--- config.mk ---
export PLATFORM = sky130hd
export DESIGN_NAME = rotate_and_subtract_datapath
export DESIGN_NICKNAME = d
export VERILOG_FILES = /design/src/hdl/rsd_pkg.sv /design/src/hdl/rsd_subtractor.sv /design/src/hdl/rotate_and_subtract_datapath.sv
export SDC_FILE = /design/constraint.sdc
export NUM_CORES = 1
export LEC_CHECK = 0
export BUFFER_PORTS_ARGS = -buffer_cell sky130_fd_sc_hd__buf_2
export CAP_MARGIN = 20
export CORE_MARGIN = 3
export CORE_UTILIZATION = 40
export DETAILED_ROUTE_END_ITERATION = 16
export PLACE_DENSITY = 0.65
export SKIP_LAST_GASP = 1
export SLEW_MARGIN = 10
export SYNTH_ARGS = -nofsm -noshare
export SYNTH_HDL_FRONTEND = slang
export SYNTH_SLANG_ARGS = --single-unit
--- constraint.sdc ---
create_clock -name ref_clk_in -period 2.65 [get_ports ref_clk_in]
set_input_delay 0.53 -clock ref_clk_in [delete_from_list [all_inputs] [get_ports ref_clk_in]]
set_output_delay 0.53 -clock ref_clk_in [all_outputs]
set_load 0.005 [all_outputs]
--- src/hdl/rsd_pkg.sv ---
// constants, opcodes and carriers for the rotate and subtract datapath
// assumes an 8-bit core; no timing constants are needed
package rsd_pkg;
    localparam int DATA_W = 8;
    localparam int MSB = 7;
    localparam int LSB = 0;
    localparam int NIB_MSB = 3;
    localparam logic [7:0] WREG_RESET = 8'h00;
    localparam logic FLAG_RESET = 1'b0;

    // operation codes presented by the instruction decoder
    typedef enum logic [2:0] {
        OP_NONE = 3'h0,
        OP_ROT_L_CY_WREG = 3'h1,
        OP_ROT_R_MEM = 3'h2,
        OP_ROT_R_WREG = 3'h3,
        OP_ROT_R_CY_MEM = 3'h4,
        OP_ROT_R_CY_WREG = 3'h5,
        OP_SUB_BORROW = 3'h6
    } op_e;

    // status flags of the core
    typedef struct packed {
        logic twos_compl_range_flag;
        logic zero;
        logic half_borrow_flag;
        logic carry;
    } flags_s;

    // one memory write request
    typedef struct packed {
        logic wr;
        logic [7:0] data;
    } mem_wr_s;
endpackage

--- src/hdl/rsd_subtractor.sv ---
// subtract-with-borrow arithmetic unit, purely combinational
// assumes operands are stable for the cycle the result is sampled
`timescale 1ns/1ps
`default_nettype none
module rsd_subtractor
    import rsd_pkg::*;
#(
    parameter int WIDTH = DATA_W
) (
    input wire logic [WIDTH-1:0] minuend_in,
    input wire logic [WIDTH-1:0] subtrahend_in,
    input wire logic carry_in,
    output logic [WIDTH-1:0] diff_out,
    output flags_s flags_out
);
    logic borrow_in;
    logic [WIDTH:0] full;
    logic [NIB_MSB+1:0] low;
    logic no_borrow;
    logic no_half_borrow;
    logic is_zero;
    logic range_err;

    // borrow is the complement of carry; extra bit catches the final borrow
    assign borrow_in = ~carry_in;
    assign full = {1'b0, minuend_in} - {1'b0, subtrahend_in} - {{WIDTH{1'b0}}, borrow_in};
    assign low = {1'b0, minuend_in[NIB_MSB:0]} - {1'b0, subtrahend_in[NIB_MSB:0]}
        - {{(NIB_MSB+1){1'b0}}, borrow_in};
    assign diff_out = full[WIDTH-1:0];

    // carry set means no borrow, i.e. result zero or positive
    assign no_borrow = ~full[WIDTH];
    assign no_half_borrow = ~low[NIB_MSB+1];
    assign is_zero = (full[WIDTH-1:0] == '0);
    // signed overflow: operand signs differ and result sign differs from minuend
    assign range_err = (minuend_in[WIDTH-1] ^ subtrahend_in[WIDTH-1])
        & (minuend_in[WIDTH-1] ^ full[WIDTH-1]);
    // one driver for the whole flag bundle
    assign flags_out = '{range_err, is_zero, no_half_borrow, no_borrow};
endmodule
`default_nettype wire

--- src/hdl/rotate_and_subtract_datapath.sv ---
// rotate and subtract-with-borrow datapath with working register and flags
// assumes the decoder gives one op per cycle with the memory byte already read
// Overview of operation
// - rotate left through carry puts byte<<1 with old carry at bit 0 in wreg, bit 7 to carry.
// - rotate right memory writes the byte rotated right, bit 0 into bit 7, flags kept.
// - rotate right to wreg loads the right-rotated byte into wreg, memory and flags kept.
// - rotate right through carry writes byte>>1 with old carry at bit 7, bit 0 to carry.
// - rotate right through carry to wreg loads that value into wreg, bit 0 to carry.
// - subtract with borrow loads wreg minus byte minus inverted carry into wreg.
// - after subtraction carry is 0 if negative else 1, and range, zero, half flags update.
`timescale 1ns/1ps
`default_nettype none
module rotate_and_subtract_datapath
    import rsd_pkg::*;
#(
    parameter int WIDTH = DATA_W
) (
    input wire logic ref_clk_in,
    input wire logic rst_n_in,
    input wire op_e op_in,
    input wire logic [WIDTH-1:0] mem_rdata_in,
    output logic [WIDTH-1:0] working_reg_out,
    output flags_s flags_out,
    output mem_wr_s mem_wr_out
);
    // one place per rotate; the top bit index follows the width parameter
    localparam int STEP = 1;
    localparam int TOP = WIDTH - 1;

    // architectural state: working register and the four status flags
    logic [WIDTH-1:0] working_reg;
    logic carry;
    logic zero;
    logic half_borrow_flag;
    logic twos_compl_range_flag;

    // memory write-back port, a strobe flop and a WIDTH-bit data register, so the strobe can drop on its own
    logic mem_wr_strobe;
    logic [WIDTH-1:0] mem_wr_data;

    // decoded instruction strobes, at most one high per cycle
    logic dec_rot_l_cy_wreg;
    logic dec_rot_r_mem;
    logic dec_rot_r_wreg;
    logic dec_rot_r_cy_mem;
    logic dec_rot_r_cy_wreg;
    logic dec_sub_borrow;

    // grouped strobes: who loads carry, and which ops write memory
    logic carry_from_msb;
    logic carry_from_lsb;
    logic writes_mem;

    // results offered by the rotate network and the subtractor;
    // every one of them is built each cycle whether used or not
    logic [WIDTH-1:0] rot_r;
    logic [WIDTH-1:0] rot_r_cy;
    logic [WIDTH-1:0] rot_l_cy;
    logic [WIDTH-1:0] sub_diff;
    flags_s sub_flags;
    logic [WIDTH-1:0] mem_result;

    // instruction decode; the spare code falls to the default branch and
    // behaves as an idle cycle, so a corrupt opcode moves no state at all
    // a one-hot decode keeps each destination mux a plain and-or
    always_comb begin
        dec_rot_l_cy_wreg = 1'b0;
        dec_rot_r_mem = 1'b0;
        dec_rot_r_wreg = 1'b0;
        dec_rot_r_cy_mem = 1'b0;
        dec_rot_r_cy_wreg = 1'b0;
        dec_sub_borrow = 1'b0;
        case (op_in)
            OP_ROT_L_CY_WREG: begin
                dec_rot_l_cy_wreg = 1'b1;
            end
            OP_ROT_R_MEM: begin
                dec_rot_r_mem = 1'b1;
            end
            OP_ROT_R_WREG: begin
                dec_rot_r_wreg = 1'b1;
            end
            OP_ROT_R_CY_MEM: begin
                dec_rot_r_cy_mem = 1'b1;
            end
            OP_ROT_R_CY_WREG: begin
                dec_rot_r_cy_wreg = 1'b1;
            end
            OP_SUB_BORROW: begin
                dec_sub_borrow = 1'b1;
            end
            default: begin
                dec_sub_borrow = 1'b0;
            end
        endcase
    end

    assign carry_from_msb = dec_rot_l_cy_wreg;
    assign carry_from_lsb = dec_rot_r_cy_mem | dec_rot_r_cy_wreg;
    assign writes_mem = dec_rot_r_mem | dec_rot_r_cy_mem;

    // rotate network; all shapes are wired every cycle and the decode picks
    // one, which costs a few muxes but keeps the path to the flops flat
    // left through carry
    assign rot_l_cy = {mem_rdata_in[TOP-STEP:LSB], carry};
    assign rot_r = {mem_rdata_in[LSB], mem_rdata_in[TOP:LSB+STEP]};
    assign rot_r_cy = {carry, mem_rdata_in[TOP:LSB+STEP]};

    // borrow arithmetic unit
    // it sees the live working register and carry, so back to back ops
    // chain through state with no bypass path
    rsd_subtractor #(
        .WIDTH(WIDTH)
    ) u_sub (
        .minuend_in(working_reg),
        .subtrahend_in(mem_rdata_in),
        .carry_in(carry),
        .diff_out(sub_diff),
        .flags_out(sub_flags)
    );

    // memory-side result; only the two memory-target ops use it, and
    // otherwise the held write data is offered so nothing toggles
    always_comb begin
        mem_result = mem_wr_data;
        if (dec_rot_r_mem) begin
            mem_result = rot_r;
        end else if (dec_rot_r_cy_mem) begin
            mem_result = rot_r_cy;
        end
    end

    // working register; memory-target ops and idle cycles leave it alone
    // no enable bit: the default of the if chain is simply to hold
    always_ff @(posedge ref_clk_in) begin
        if (!rst_n_in) begin
            working_reg <= WIDTH'(WREG_RESET);
        end else if (dec_rot_l_cy_wreg) begin
            working_reg <= rot_l_cy;
        end else if (dec_rot_r_wreg) begin
            working_reg <= rot_r;
        end else if (dec_rot_r_cy_wreg) begin
            working_reg <= rot_r_cy;
        end else if (dec_sub_borrow) begin
            working_reg <= sub_diff;
        end
    end

    // carry flag; the only flag that the carry rotates may touch, and the
    // plain rotates must not, since code tests carry across them
    always_ff @(posedge ref_clk_in) begin
        if (!rst_n_in) begin
            carry <= FLAG_RESET;
        end else if (carry_from_msb) begin
            carry <= mem_rdata_in[TOP];
        end else if (carry_from_lsb) begin
            carry <= mem_rdata_in[LSB];
        end else if (dec_sub_borrow) begin
            carry <= sub_flags.carry;
        end
    end

    // zero, half-borrow and range flags change only on subtraction;
    // every rotate keeps them, so a test of zero may follow a rotate
    // without being disturbed by it
    always_ff @(posedge ref_clk_in) begin
        if (!rst_n_in) begin
            zero <= FLAG_RESET;
            half_borrow_flag <= FLAG_RESET;
            twos_compl_range_flag <= FLAG_RESET;
        end else if (dec_sub_borrow) begin
            zero <= sub_flags.zero;
            half_borrow_flag <= sub_flags.half_borrow_flag;
            twos_compl_range_flag <= sub_flags.twos_compl_range_flag;
        end
    end

    // write strobe: one-cycle pulse per memory-target op; memory sees it a
    // cycle after the op, so an op on the same byte right behind it still
    // reads the old value and the decoder has to allow for that
    always_ff @(posedge ref_clk_in) begin
        if (!rst_n_in) begin
            mem_wr_strobe <= 1'b0;
        end else begin
            mem_wr_strobe <= writes_mem;
        end
    end

    // write data: held between writes so a slow memory may latch it late
    // at the price of one extra register bank
    always_ff @(posedge ref_clk_in) begin
        if (!rst_n_in) begin
            mem_wr_data <= '0;
        end else if (writes_mem) begin
            mem_wr_data <= mem_result;
        end
    end

    // outputs come straight from the flops above; structs only regroup them
    assign working_reg_out = working_reg;
    assign flags_out = '{twos_compl_range_flag, zero, half_borrow_flag, carry};
    assign mem_wr_out = '{mem_wr_strobe, mem_wr_data};
endmodule
`default_nettype wire

==> results of run 1 <==
==> layout by cell type (no fill, tap or decap), types with 2 or more instances in the layout <==
cell,Yosys,final
dfxtp_1,21,21
fa_1,2,2
buf_4,5,7
nand2b_1,2,2
o21ai_0,18,17
inv_1,25,25
nand4_1,2,2
nand3_1,2,2
nand2_1,17,17
o22ai_1,7,7
nor3_1,4,4
buf_2,1,33
o221ai_1,2,2
a211oi_1,3,3
nor2_1,13,13
o21a_1,3,3
a21oi_1,23,23
or3_1,2,2
xnor2_1,7,7
a32o_1,2,2
clkbuf_8,0,3
o31ai_1,2,2
a221o_1,4,4
ha_1,14,14
==> final cells by class <==
cell class | count | area [um2]
well taps | 48 | 60.1
multi-input cells | 144 | 978
clock inverters | 1 | 7.51
clock buffers | 3 | 41.3
inverters | 25 | 93.8
repair buffers | 40 | 218
fillers | 400 | 1920
flip-flops and latches | 21 | 420
==> synthesized netlist by cell type <==
master     number
and2_4          1
xor2_1          1
mux2i_1         1
fa_1            2
nand4_1         2
buf_4           5
o21a_1          3
a211oi_1        3
xnor2_1         7
ha_1           14
inv_1          25
or3_1           2
or3_2           1
and3_1          1
o21ai_0        18
a32o_1          2
buf_2           1
nor2b_1         1
or2_1           1
a311oi_1        1
buf_6           3
o31ai_1         2
a21boi_0        1
nand3_1         2
nand2_2         1
nor2_1         13
a221o_1         4
o2111ai_1       1
nand2b_1        2
and2_1          1
clkbuf_1        6
a32oi_1         1
nand2_1        17
a2111oi_4       1
nor3_1          4
dfxtp_1        21
o21bai_1        1
o221ai_1        2
o22ai_1         7
a21oi_1        23
==> layer usage <==
layer  global-route usage, %  part of all wire [%]
met5                       0                     0
met4                    3.90                  0.78
met3                    4.52                   7.0
met2                    27.0                    44
met1                    23.3                    48
==> cell families after synthesis <==
kind of cell               count (synthesis)
AOI/OAI and AO/OA                         70
and+or+nand+nor                           49
buffers and inverters                     40
DFF                                       21
adders and majority gates                 16
xor gates and xnor gates                   8
muxes                                      1
==> state kept, by name (all words and copies together), names as in the netlist <==
name and count:
mem_wr_data 8, working_reg_out 8, carry 1, half_borrow_flag 1, mem_wr_strobe 1, twos_compl_range_flag 1
zero 1
==> worst register-to-register path: cells and delay by family (launching register included) <==
kind,cells,cell delay [ns]
compound gates,4,0.71
fa+ha+maj,2,0.70
simple gates,1,0.49
flops,1,0.39
buf+inv,2,0.16
==> worst min path at each step <==
stage	from	to	cells after the start	slack, ns
floorplan	half_borrow_flag	half_borrow_flag	2	0.43
global placement	half_borrow_flag	half_borrow_flag	2	0.45
detailed placement	half_borrow_flag	half_borrow_flag	2	0.45
CTS	half_borrow_flag	half_borrow_flag	2	0.46
global route	mem_wr_data[4]	mem_wr_data[4]	2	0.49
finish	half_borrow_flag	half_borrow_flag	2	0.46
==> per-stage QoR <==
stage | power [mW] | hold slack, ns | instance area [um2]
2_1_floorplan | 0.682 | 0.432 | 1590
3_3_place_gp | 0.799 | 0.450 | 1770
3_5_place_dp | 0.799 | 0.451 | 1770
4_1_cts | 1.02 | 0.461 | 1820
5_1_grt | 1.09 | 0.494 | 1820
6_report | 1.01 | 0.457 | 1820
==> power groups by stage <==
stage | Clock [mW] | Combinational [mW] | Sequential, mW
6_report | 0.221 | 0.437 | 0.357
5_1_grt | 0.239 | 0.496 | 0.361
4_1_cts | 0.230 | 0.437 | 0.357
3_5_place_dp | 0 | 0.434 | 0.365
3_3_place_gp | 0 | 0.435 | 0.365
2_1_floorplan | 0 | 0.317 | 0.365
==> impl_metrics.json, run 1 <==
{
  "setup_viol": 0,
  "r2r_start": "carry",
  "track_usage_pct": 17.1,
  "num_vias": 1524,
  "synth_xor_area_share_pct": 4.40,
  "finalCriticalPeriod_ns": 2.50,
  "p_sw_uw": 374,
  "post_cts_buffers": 0,
  "crit_path_end": "twos_compl_range_flag",
  "setup_tns_ns": 0,
  "r2r_setup_slack_ns": 0.15,
  "grt_max_degree": 29,
  "hp-class": "flop to flop",
  "gp_congestion": 0.939,
  "drtIter0Drc": 32,
  "relSlewSlack_pct": 56.7,
  "drt-pass1-iter-count": 5,
  "p_comb_share_pct": 43.1,
  "num_io_pins": 34,
  "synth_fa_ha_area_share_pct": 13.5,
  "layout.cells.non_filler": 282,
  "crit_arrival_ns": 2.72,
  "rsz0062_at_grt": "true",
  "synth.top_cell.area_share_pct": 26.4,
  "dpl.hpwl_mm": 3.00,
  "cts_resized": 0,
  "pre_cts_ws_ns": -0.128,
  "grt_pass1_vias": 1449,
  "drive_above_1_share_pct": 20.5,
  "clk_latency_ns": 0.26,
  "ys_seq_area_share_pct": 26.4,
  "grt_pass1_wl_mm": 6.76,
  "internal_power_uw": 640,
  "cts.sinks": 21,
  "timing.fmax_ghz": 0.400,
  "cp_max_fo": 5,
  "startpoint": "carry",
  "crit_required_ns": 2.87,
  "coreArea_um2": 3740,
  "nNetsFinal": 264,
  "drc": 0,
  "syn-cell-area_um2": 1590,
  "final_antenna_net_count": 0,
  "tritoncts": "built",
  "synth_top_area_cell": "dfxtp_1",
  "clk_pin_slew_ns": 0.08,
  "synth_top_family_by_area": "compound AO/OA/AOI/OAI gates",
  "portBuffers": 33,
  "avgSynthCellArea_um2": 7.76,
  "viasPerCell": 5.40,
  "cap_violations": 0,
  "status": "completed",
  "period_share_pct": 94.3,
  "critPathLaunchType": "flop",
  "synthTopCellsByArea": "dfxtp_1, ha_1, a21oi_1, inv_1, o21ai_0",
  "final_util_pct": 48.6,
  "max_stage_delay_ns": 0.53,
  "worst_pin_slew_ns": 0.649,
  "crit_chain": "inv_1, fa_1, inv_1, ha_1, o21ai_1, a21oi_1, or3_2, a211oi_1, o21a_1",
  "seqPwrFrac_pct": 35.2,
  "cp.depth": 9,
  "critical_path_class": "flop to flop",
  "die_h_um": 69.1,
  "clkPwrFrac_pct": 21.8,
  "cellPowerDensity_nw_per_um2": 558,
  "slew_viol_final": 0,
  "ys_types": 40,
  "sw_frac_of_total_pct": 36.9,
  "finalWirelength_mm": 3.98,
  "cts-root-buf": "clkbuf_8",
  "worst_slack_ns": 0.151,
  "hold_viol": 0,
  "clock_path_buffers": 2,
  "crit_family": "compound AO/OA/AOI/OAI gates",
  "worstSetupEndpointType": "flop",
  "syn_inst": 205,
  "cts_made_buffers": 3,
  "finClkSkew_ns": 0.00236,
  "synth-seq-cells": 21,
  "synth-simple-area-share_pct": 14.3,
  "cts_max_level": 1,
  "die_area_um2": 4770,
  "reg2reg_depth": 9,
  "p_leak_nw": 0.826,
  "antenna_found_initial": 0,
  "row_count": 22,
  "syn-num-nets": 234,
  "ys_warn_count": 0,
  "cp_common_cell": "inv_1",
  "antennaDiodeCount": 0,
  "grt_remaining_overflow": 0,
  "worst_ir_drop_vdd_uv": 326,
  "r2r-end": "twos_compl_range_flag",
  "synth_compound_area_share_pct": 28.6,
  "path_buf_inv": 2,
  "placed_cells": 278,
  "crit_slowest_cell": "fa_1",
  "wl_per_cell_um": 14.1,
  "area.growth.synth_to_final_pct": 14.3,
  "die_w_um": 69.1,
  "initial_utilization_pct": 42.5,
  "muxShareOfSynthArea_pct": 0.629,
  "cts_hold_buf": 0
}
Note: power is estimated with default switching activity, not from simulation.
==> inputs of run 2 (changes only) <==
--- a/config.mk
+++ b/config.mk
@@ -5,12 +5,13 @@
 export SDC_FILE = /design/constraint.sdc
 export NUM_CORES = 1
 export LEC_CHECK = 0
-export BUFFER_PORTS_ARGS = -buffer_cell sky130_fd_sc_hd__buf_2
 export CAP_MARGIN = 20
+export CORE_ASPECT_RATIO = 0.8
 export CORE_MARGIN = 3
 export CORE_UTILIZATION = 40
 export DETAILED_ROUTE_END_ITERATION = 16
-export PLACE_DENSITY = 0.65
+export DONT_BUFFER_PORTS = 1
+export PLACE_DENSITY = 0.57
 export SKIP_LAST_GASP = 1
 export SLEW_MARGIN = 10
 export SYNTH_ARGS = -nofsm -noshare
==> impl_metrics.json, run 2 (synthesized netlist as in run 1, its figures left out) <==
{
  "hold_slack_ns": 0.334,
  "setup_viol": 0,
  "worstSetupEndpointType": "flop",
  "multi_input_comb_area_um2": 978,
  "rsz0062_at_grt": "false",
  "portBuffers": 0,
  "crit_arrival_ns": 2.62,
  "initial_utilization_pct": 44.0,
  "worst_ir_drop_vdd_uv": 195,
  "die_h_um": 62.4,
  "p_leak_nw": 0.660,
  "slew_viol_final": 0,
  "num_vias": 1422,
  "critPathLaunchType": "flop",
  "coreArea_um2": 3610,
  "crit_required_ns": 2.81,
  "cap_violations": 0,
  "finClkSkew_ns": 0.00468,
  "grt_pass1_wl_mm": 6.58,
  "gp_congestion": 0.830,
  "critical_path_class": "flop to flop",
  "nFillCells": 382,
  "cts_max_level": 1,
  "antenna_found_initial": 0,
  "r2r-end": "carry",
  "r2r_start": "working_reg_out[0]",
  "worstHoldStart": "op_in[0]",
  "cp_max_fo": 3,
  "cts_made_buffers": 3,
  "period_share_pct": 92.9,
  "layout_common_cells": "inv_1, a21oi_1, dfxtp_1",
  "drtIter0Drc": 95,
  "cellPowerDensity_nw_per_um2": 587,
  "whs_endpoint": "mem_wr_strobe",
  "cts_resized": 0,
  "worst_pin_slew_ns": 0.658,
  "setup_tns_ns": 0,
  "r2r_setup_slack_ns": 0.19,
  "dpl.hpwl_mm": 2.95,
  "finalWirelength_mm": 3.98,
  "area.growth.synth_to_final_pct": 2.67,
  "relSlewSlack_pct": 56.1,
  "final-seq-area_um2": 420,
  "final_util_pct": 45.2,
  "total_power_uw": 960,
  "hold_viol": 0,
  "wl_per_cell_um": 15.9,
  "final_antenna_net_count": 0,
  "cp.depth": 9,
  "grt_max_degree": 29,
  "die_area_um2": 4780,
  "die_w_um": 76.5,
  "crit_chain": "inv_1, fa_1, inv_1, fa_1, nand2b_1, a2111oi_4, o31ai_1, mux2i_1, a221o_1",
  "timing.fmax_ghz": 0.406,
  "antennaDiodeCount": 0,
  "cts.sinks": 21,
  "drt-pass1-iter-count": 4,
  "cts_hold_buf": 0,
  "reg2reg_depth": 9,
  "crit_slowest_cell": "o31ai_1",
  "track_usage_pct": 16.9,
  "status": "completed",
  "grt_pass1_vias": 1342,
  "crit_family": "compound AO/OA/AOI/OAI gates",
  "tritoncts": "built",
  "cts-root-buf": "clkbuf_8",
  "finalCriticalPeriod_ns": 2.46,
  "clock_path_buffers": 2,
  "clk_pin_slew_ns": 0.08,
  "max_stage_delay_ns": 0.41,
  "drc": 0,
  "num_io_pins": 34,
  "mostFrequentLayoutCell": "inv_1",
  "row_count": 19,
  "path_buf_inv": 2,
  "nNetsFinal": 228,
  "post_cts_buffers": 0,
  "drive_above_1_share_pct": 6.06,
  "hp-class": "primary input to flop",
  "whs_path_depth": 1,
  "grt_remaining_overflow": 0,
  "viasPerCell": 5.69,
  "clk_latency_ns": 0.27
}
==> run 2: worst max path at each step <==
stage / slack (ns) / from / to
after detailed placement: 0.08 / mem_rdata_in[0] / twos_compl_range_flag
final: 0.19 / working_reg_out[0] / carry
after global routing: 0.02 / working_reg_out[0] / working_reg_out[6]
after global placement: 0.09 / mem_rdata_in[0] / twos_compl_range_flag
after CTS: 0.15 / working_reg_out[0] / twos_compl_range_flag
after floorplan: 0.12 / mem_rdata_in[0] / twos_compl_range_flag
==> run 2: where the power goes <==
| group | switching (mW) | internal, mW |
|---|---|---|
| registers | 0.0227 | 0.341 |
| logic | 0.209 | 0.164 |
| clock network | 0.118 | 0.105 |
==> run 2: stage by stage <==
stage	instances	area, um2	setup slack (ns)
detailed placement	246	1590	0.0797
CTS	250	1630	0.148
global placement	246	1590	0.0856
finish	250	1630	0.188
floorplan	205	1590	0.115
global route	250	1630	0.0231
==> run 2: layout make-up <==
| type | instances | share of cell area (%) |
|---|---|---|
| Multi-Input combinational cell | 144 | 59.9 |
| Sequential cell | 21 | 25.7 |
| Inverter | 25 | 5.74 |
| Tap cell | 52 | 3.98 |
| Clock buffer | 3 | 2.53 |
| Timing Repair Buffer | 4 | 1.84 |
| Clock inverter | 1 | 0.306 |
==> run 2: per-layer routing <==
metal | up-vias | GRT usage (%) | part of all wire (%)
met5 | - | 0 | 0
met4 | 0 | 4.75 | 0.68
met3 | 2 | 5.33 | 7.1
met2 | 41 | 27.1 | 47
met1 | 675 | 21.7 | 46
li1 | 704 | - | -
==> inputs of run 3 (changes only) <==
--- a/config.mk
+++ b/config.mk
@@ -8,10 +8,10 @@
 export CAP_MARGIN = 20
 export CORE_ASPECT_RATIO = 0.8
 export CORE_MARGIN = 3
-export CORE_UTILIZATION = 40
+export CORE_UTILIZATION = 57
 export DETAILED_ROUTE_END_ITERATION = 16
 export DONT_BUFFER_PORTS = 1
-export PLACE_DENSITY = 0.57
+export PLACE_DENSITY = 0.76
 export SKIP_LAST_GASP = 1
 export SLEW_MARGIN = 10
 export SYNTH_ARGS = -nofsm -noshare
==> impl_metrics.json, run 3 (synthesized netlist as in run 1, its figures left out) <==
{
  "status": "completed",
  "cts_hold_buf": 0,
  "gp_congestion": 0.847,
  "drc": 0,
  "drive_above_1_share_pct": 6.03,
  "drt-pass1-iter-count": 4,
  "antenna_found_initial": 0,
  "critPathLaunchType": "flop",
  "r2r-end": "twos_compl_range_flag",
  "worst_ir_drop_vdd_uv": 307,
  "r2r_setup_slack_ns": 0.11,
  "cellPowerDensity_nw_per_um2": 569,
  "crit_family": "compound AO/OA/AOI/OAI gates",
  "num_vias": 1457,
  "cts_resized": 0,
  "antennaDiodeCount": 0,
  "crit_required_ns": 2.92,
  "worstSetupEndpointType": "flop",
  "num_io_pins": 34,
  "setup_viol": 0,
  "post_cts_buffers": 0,
  "initial_utilization_pct": 62.6,
  "viasPerCell": 6.20,
  "grt_pass1_wl_mm": 6.08,
  "portBuffers": 0,
  "max_stage_delay_ns": 0.53,
  "clk_latency_ns": 0.32,
  "die_w_um": 65.1,
  "die_area_um2": 3470,
  "worstHoldStart": "op_in[0]",
  "reg2reg_depth": 9,
  "layout.cells.non_filler": 235,
  "finalWirelength_mm": 3.79,
  "cp_common_cell": "inv_1",
  "tritoncts": "built",
  "cap_violations": 0,
  "crit_arrival_ns": 2.81,
  "whs_path_depth": 1,
  "crit_chain": "inv_1, fa_1, inv_1, ha_1, o21ai_0, a21oi_1, or3_2, a211oi_1, o21a_1",
  "track_usage_pct": 22.9,
  "cp_max_fo": 3,
  "grt_remaining_overflow": 0,
  "hp-class": "primary input to flop",
  "path_buf_inv": 2,
  "finalCriticalPeriod_ns": 2.54,
  "row_count": 16,
  "clk_pin_slew_ns": 0.13,
  "hold_viol": 0,
  "timing.fmax_ghz": 0.393,
  "final_antenna_net_count": 0,
  "slew_viol_final": 0,
  "r2r_start": "working_reg_out[0]",
  "worst_pin_slew_ns": 0.627,
  "p_leak_nw": 0.655,
  "grt_pass1_vias": 1335,
  "nNetsFinal": 229,
  "clock_path_buffers": 2,
  "critical_path_class": "flop to flop",
  "coreArea_um2": 2540,
  "period_share_pct": 95.9,
  "total_power_uw": 911,
  "pre_cts_ws_ns": 0.0617,
  "hold_slack_ns": 0.279,
  "dpl.hpwl_mm": 2.85,
  "final_util_pct": 63.0,
  "grt_max_degree": 29,
  "setup_tns_ns": 0,
  "area.growth.synth_to_final_pct": 0.629,
  "drtIter0Drc": 102,
  "relSlewSlack_pct": 58.2,
  "whs_endpoint": "mem_wr_strobe",
  "cts-root-buf": "clkbuf_4",
  "cts.sinks": 21,
  "cts_max_level": 1,
  "fin_area_um2": 1600,
  "wl_per_cell_um": 16.1,
  "placed_cells": 231,
  "finClkSkew_ns": 0.00713,
  "cts_made_buffers": 3,
  "place_area_um2": 1580,
  "crit_slowest_cell": "fa_1",
  "rsz0062_at_grt": "false",
  "die_h_um": 53.3,
  "mostFrequentLayoutCell": "inv_1",
  "worst_slack_ns": 0.108,
  "layout_common_cells": "inv_1, a21oi_1, dfxtp_1"
}
## run 3: worst max-delay path by stage
| stage | slack [ns] | depth (start not counted) | end | start |
|---|---|---|---|---|
| finish | 0.11 | 9 | twos_compl_range_flag | working_reg_out[0] |
| floorplan | 0.12 | 8 | twos_compl_range_flag | mem_rdata_in[0] |
| global placement | 0.08 | 8 | twos_compl_range_flag | mem_rdata_in[0] |
| detailed placement | 0.06 | 8 | twos_compl_range_flag | mem_rdata_in[0] |
| CTS | 0.13 | 9 | twos_compl_range_flag | working_reg_out[0] |
| global route | 0.02 | 9 | twos_compl_range_flag | working_reg_out[0] |
## run 3: metal layers
| metal | GRT usage, % | vias up | wire length [um] |
|---|---|---|---|
| li1 | - | 709 | - |
| met1 | 28.7 | 667 | 1660 |
| met2 | 38.5 | 73 | 1710 |
| met3 | 5.94 | 8 | 371 |
| met4 | 7.59 | 0 | 48 |
| met5 | 0 | - | 0 |
## run 3: cell type report
type | instances | area [um2]
Clock buffer | 4 | 26.3
Fill cell | 251 | 941
Inverter | 25 | 93.8
Multi-Input combinational cell | 144 | 978
Sequential cell | 21 | 420
Tap cell | 36 | 45.0
Timing Repair Buffer | 5 | 37.5
## run 3: power by group
part	internal (mW)	switching, mW
Clock	0.0589	0.107
Sequential	0.341	0.0218
Combinational	0.167	0.215
Total	0.567	0.343
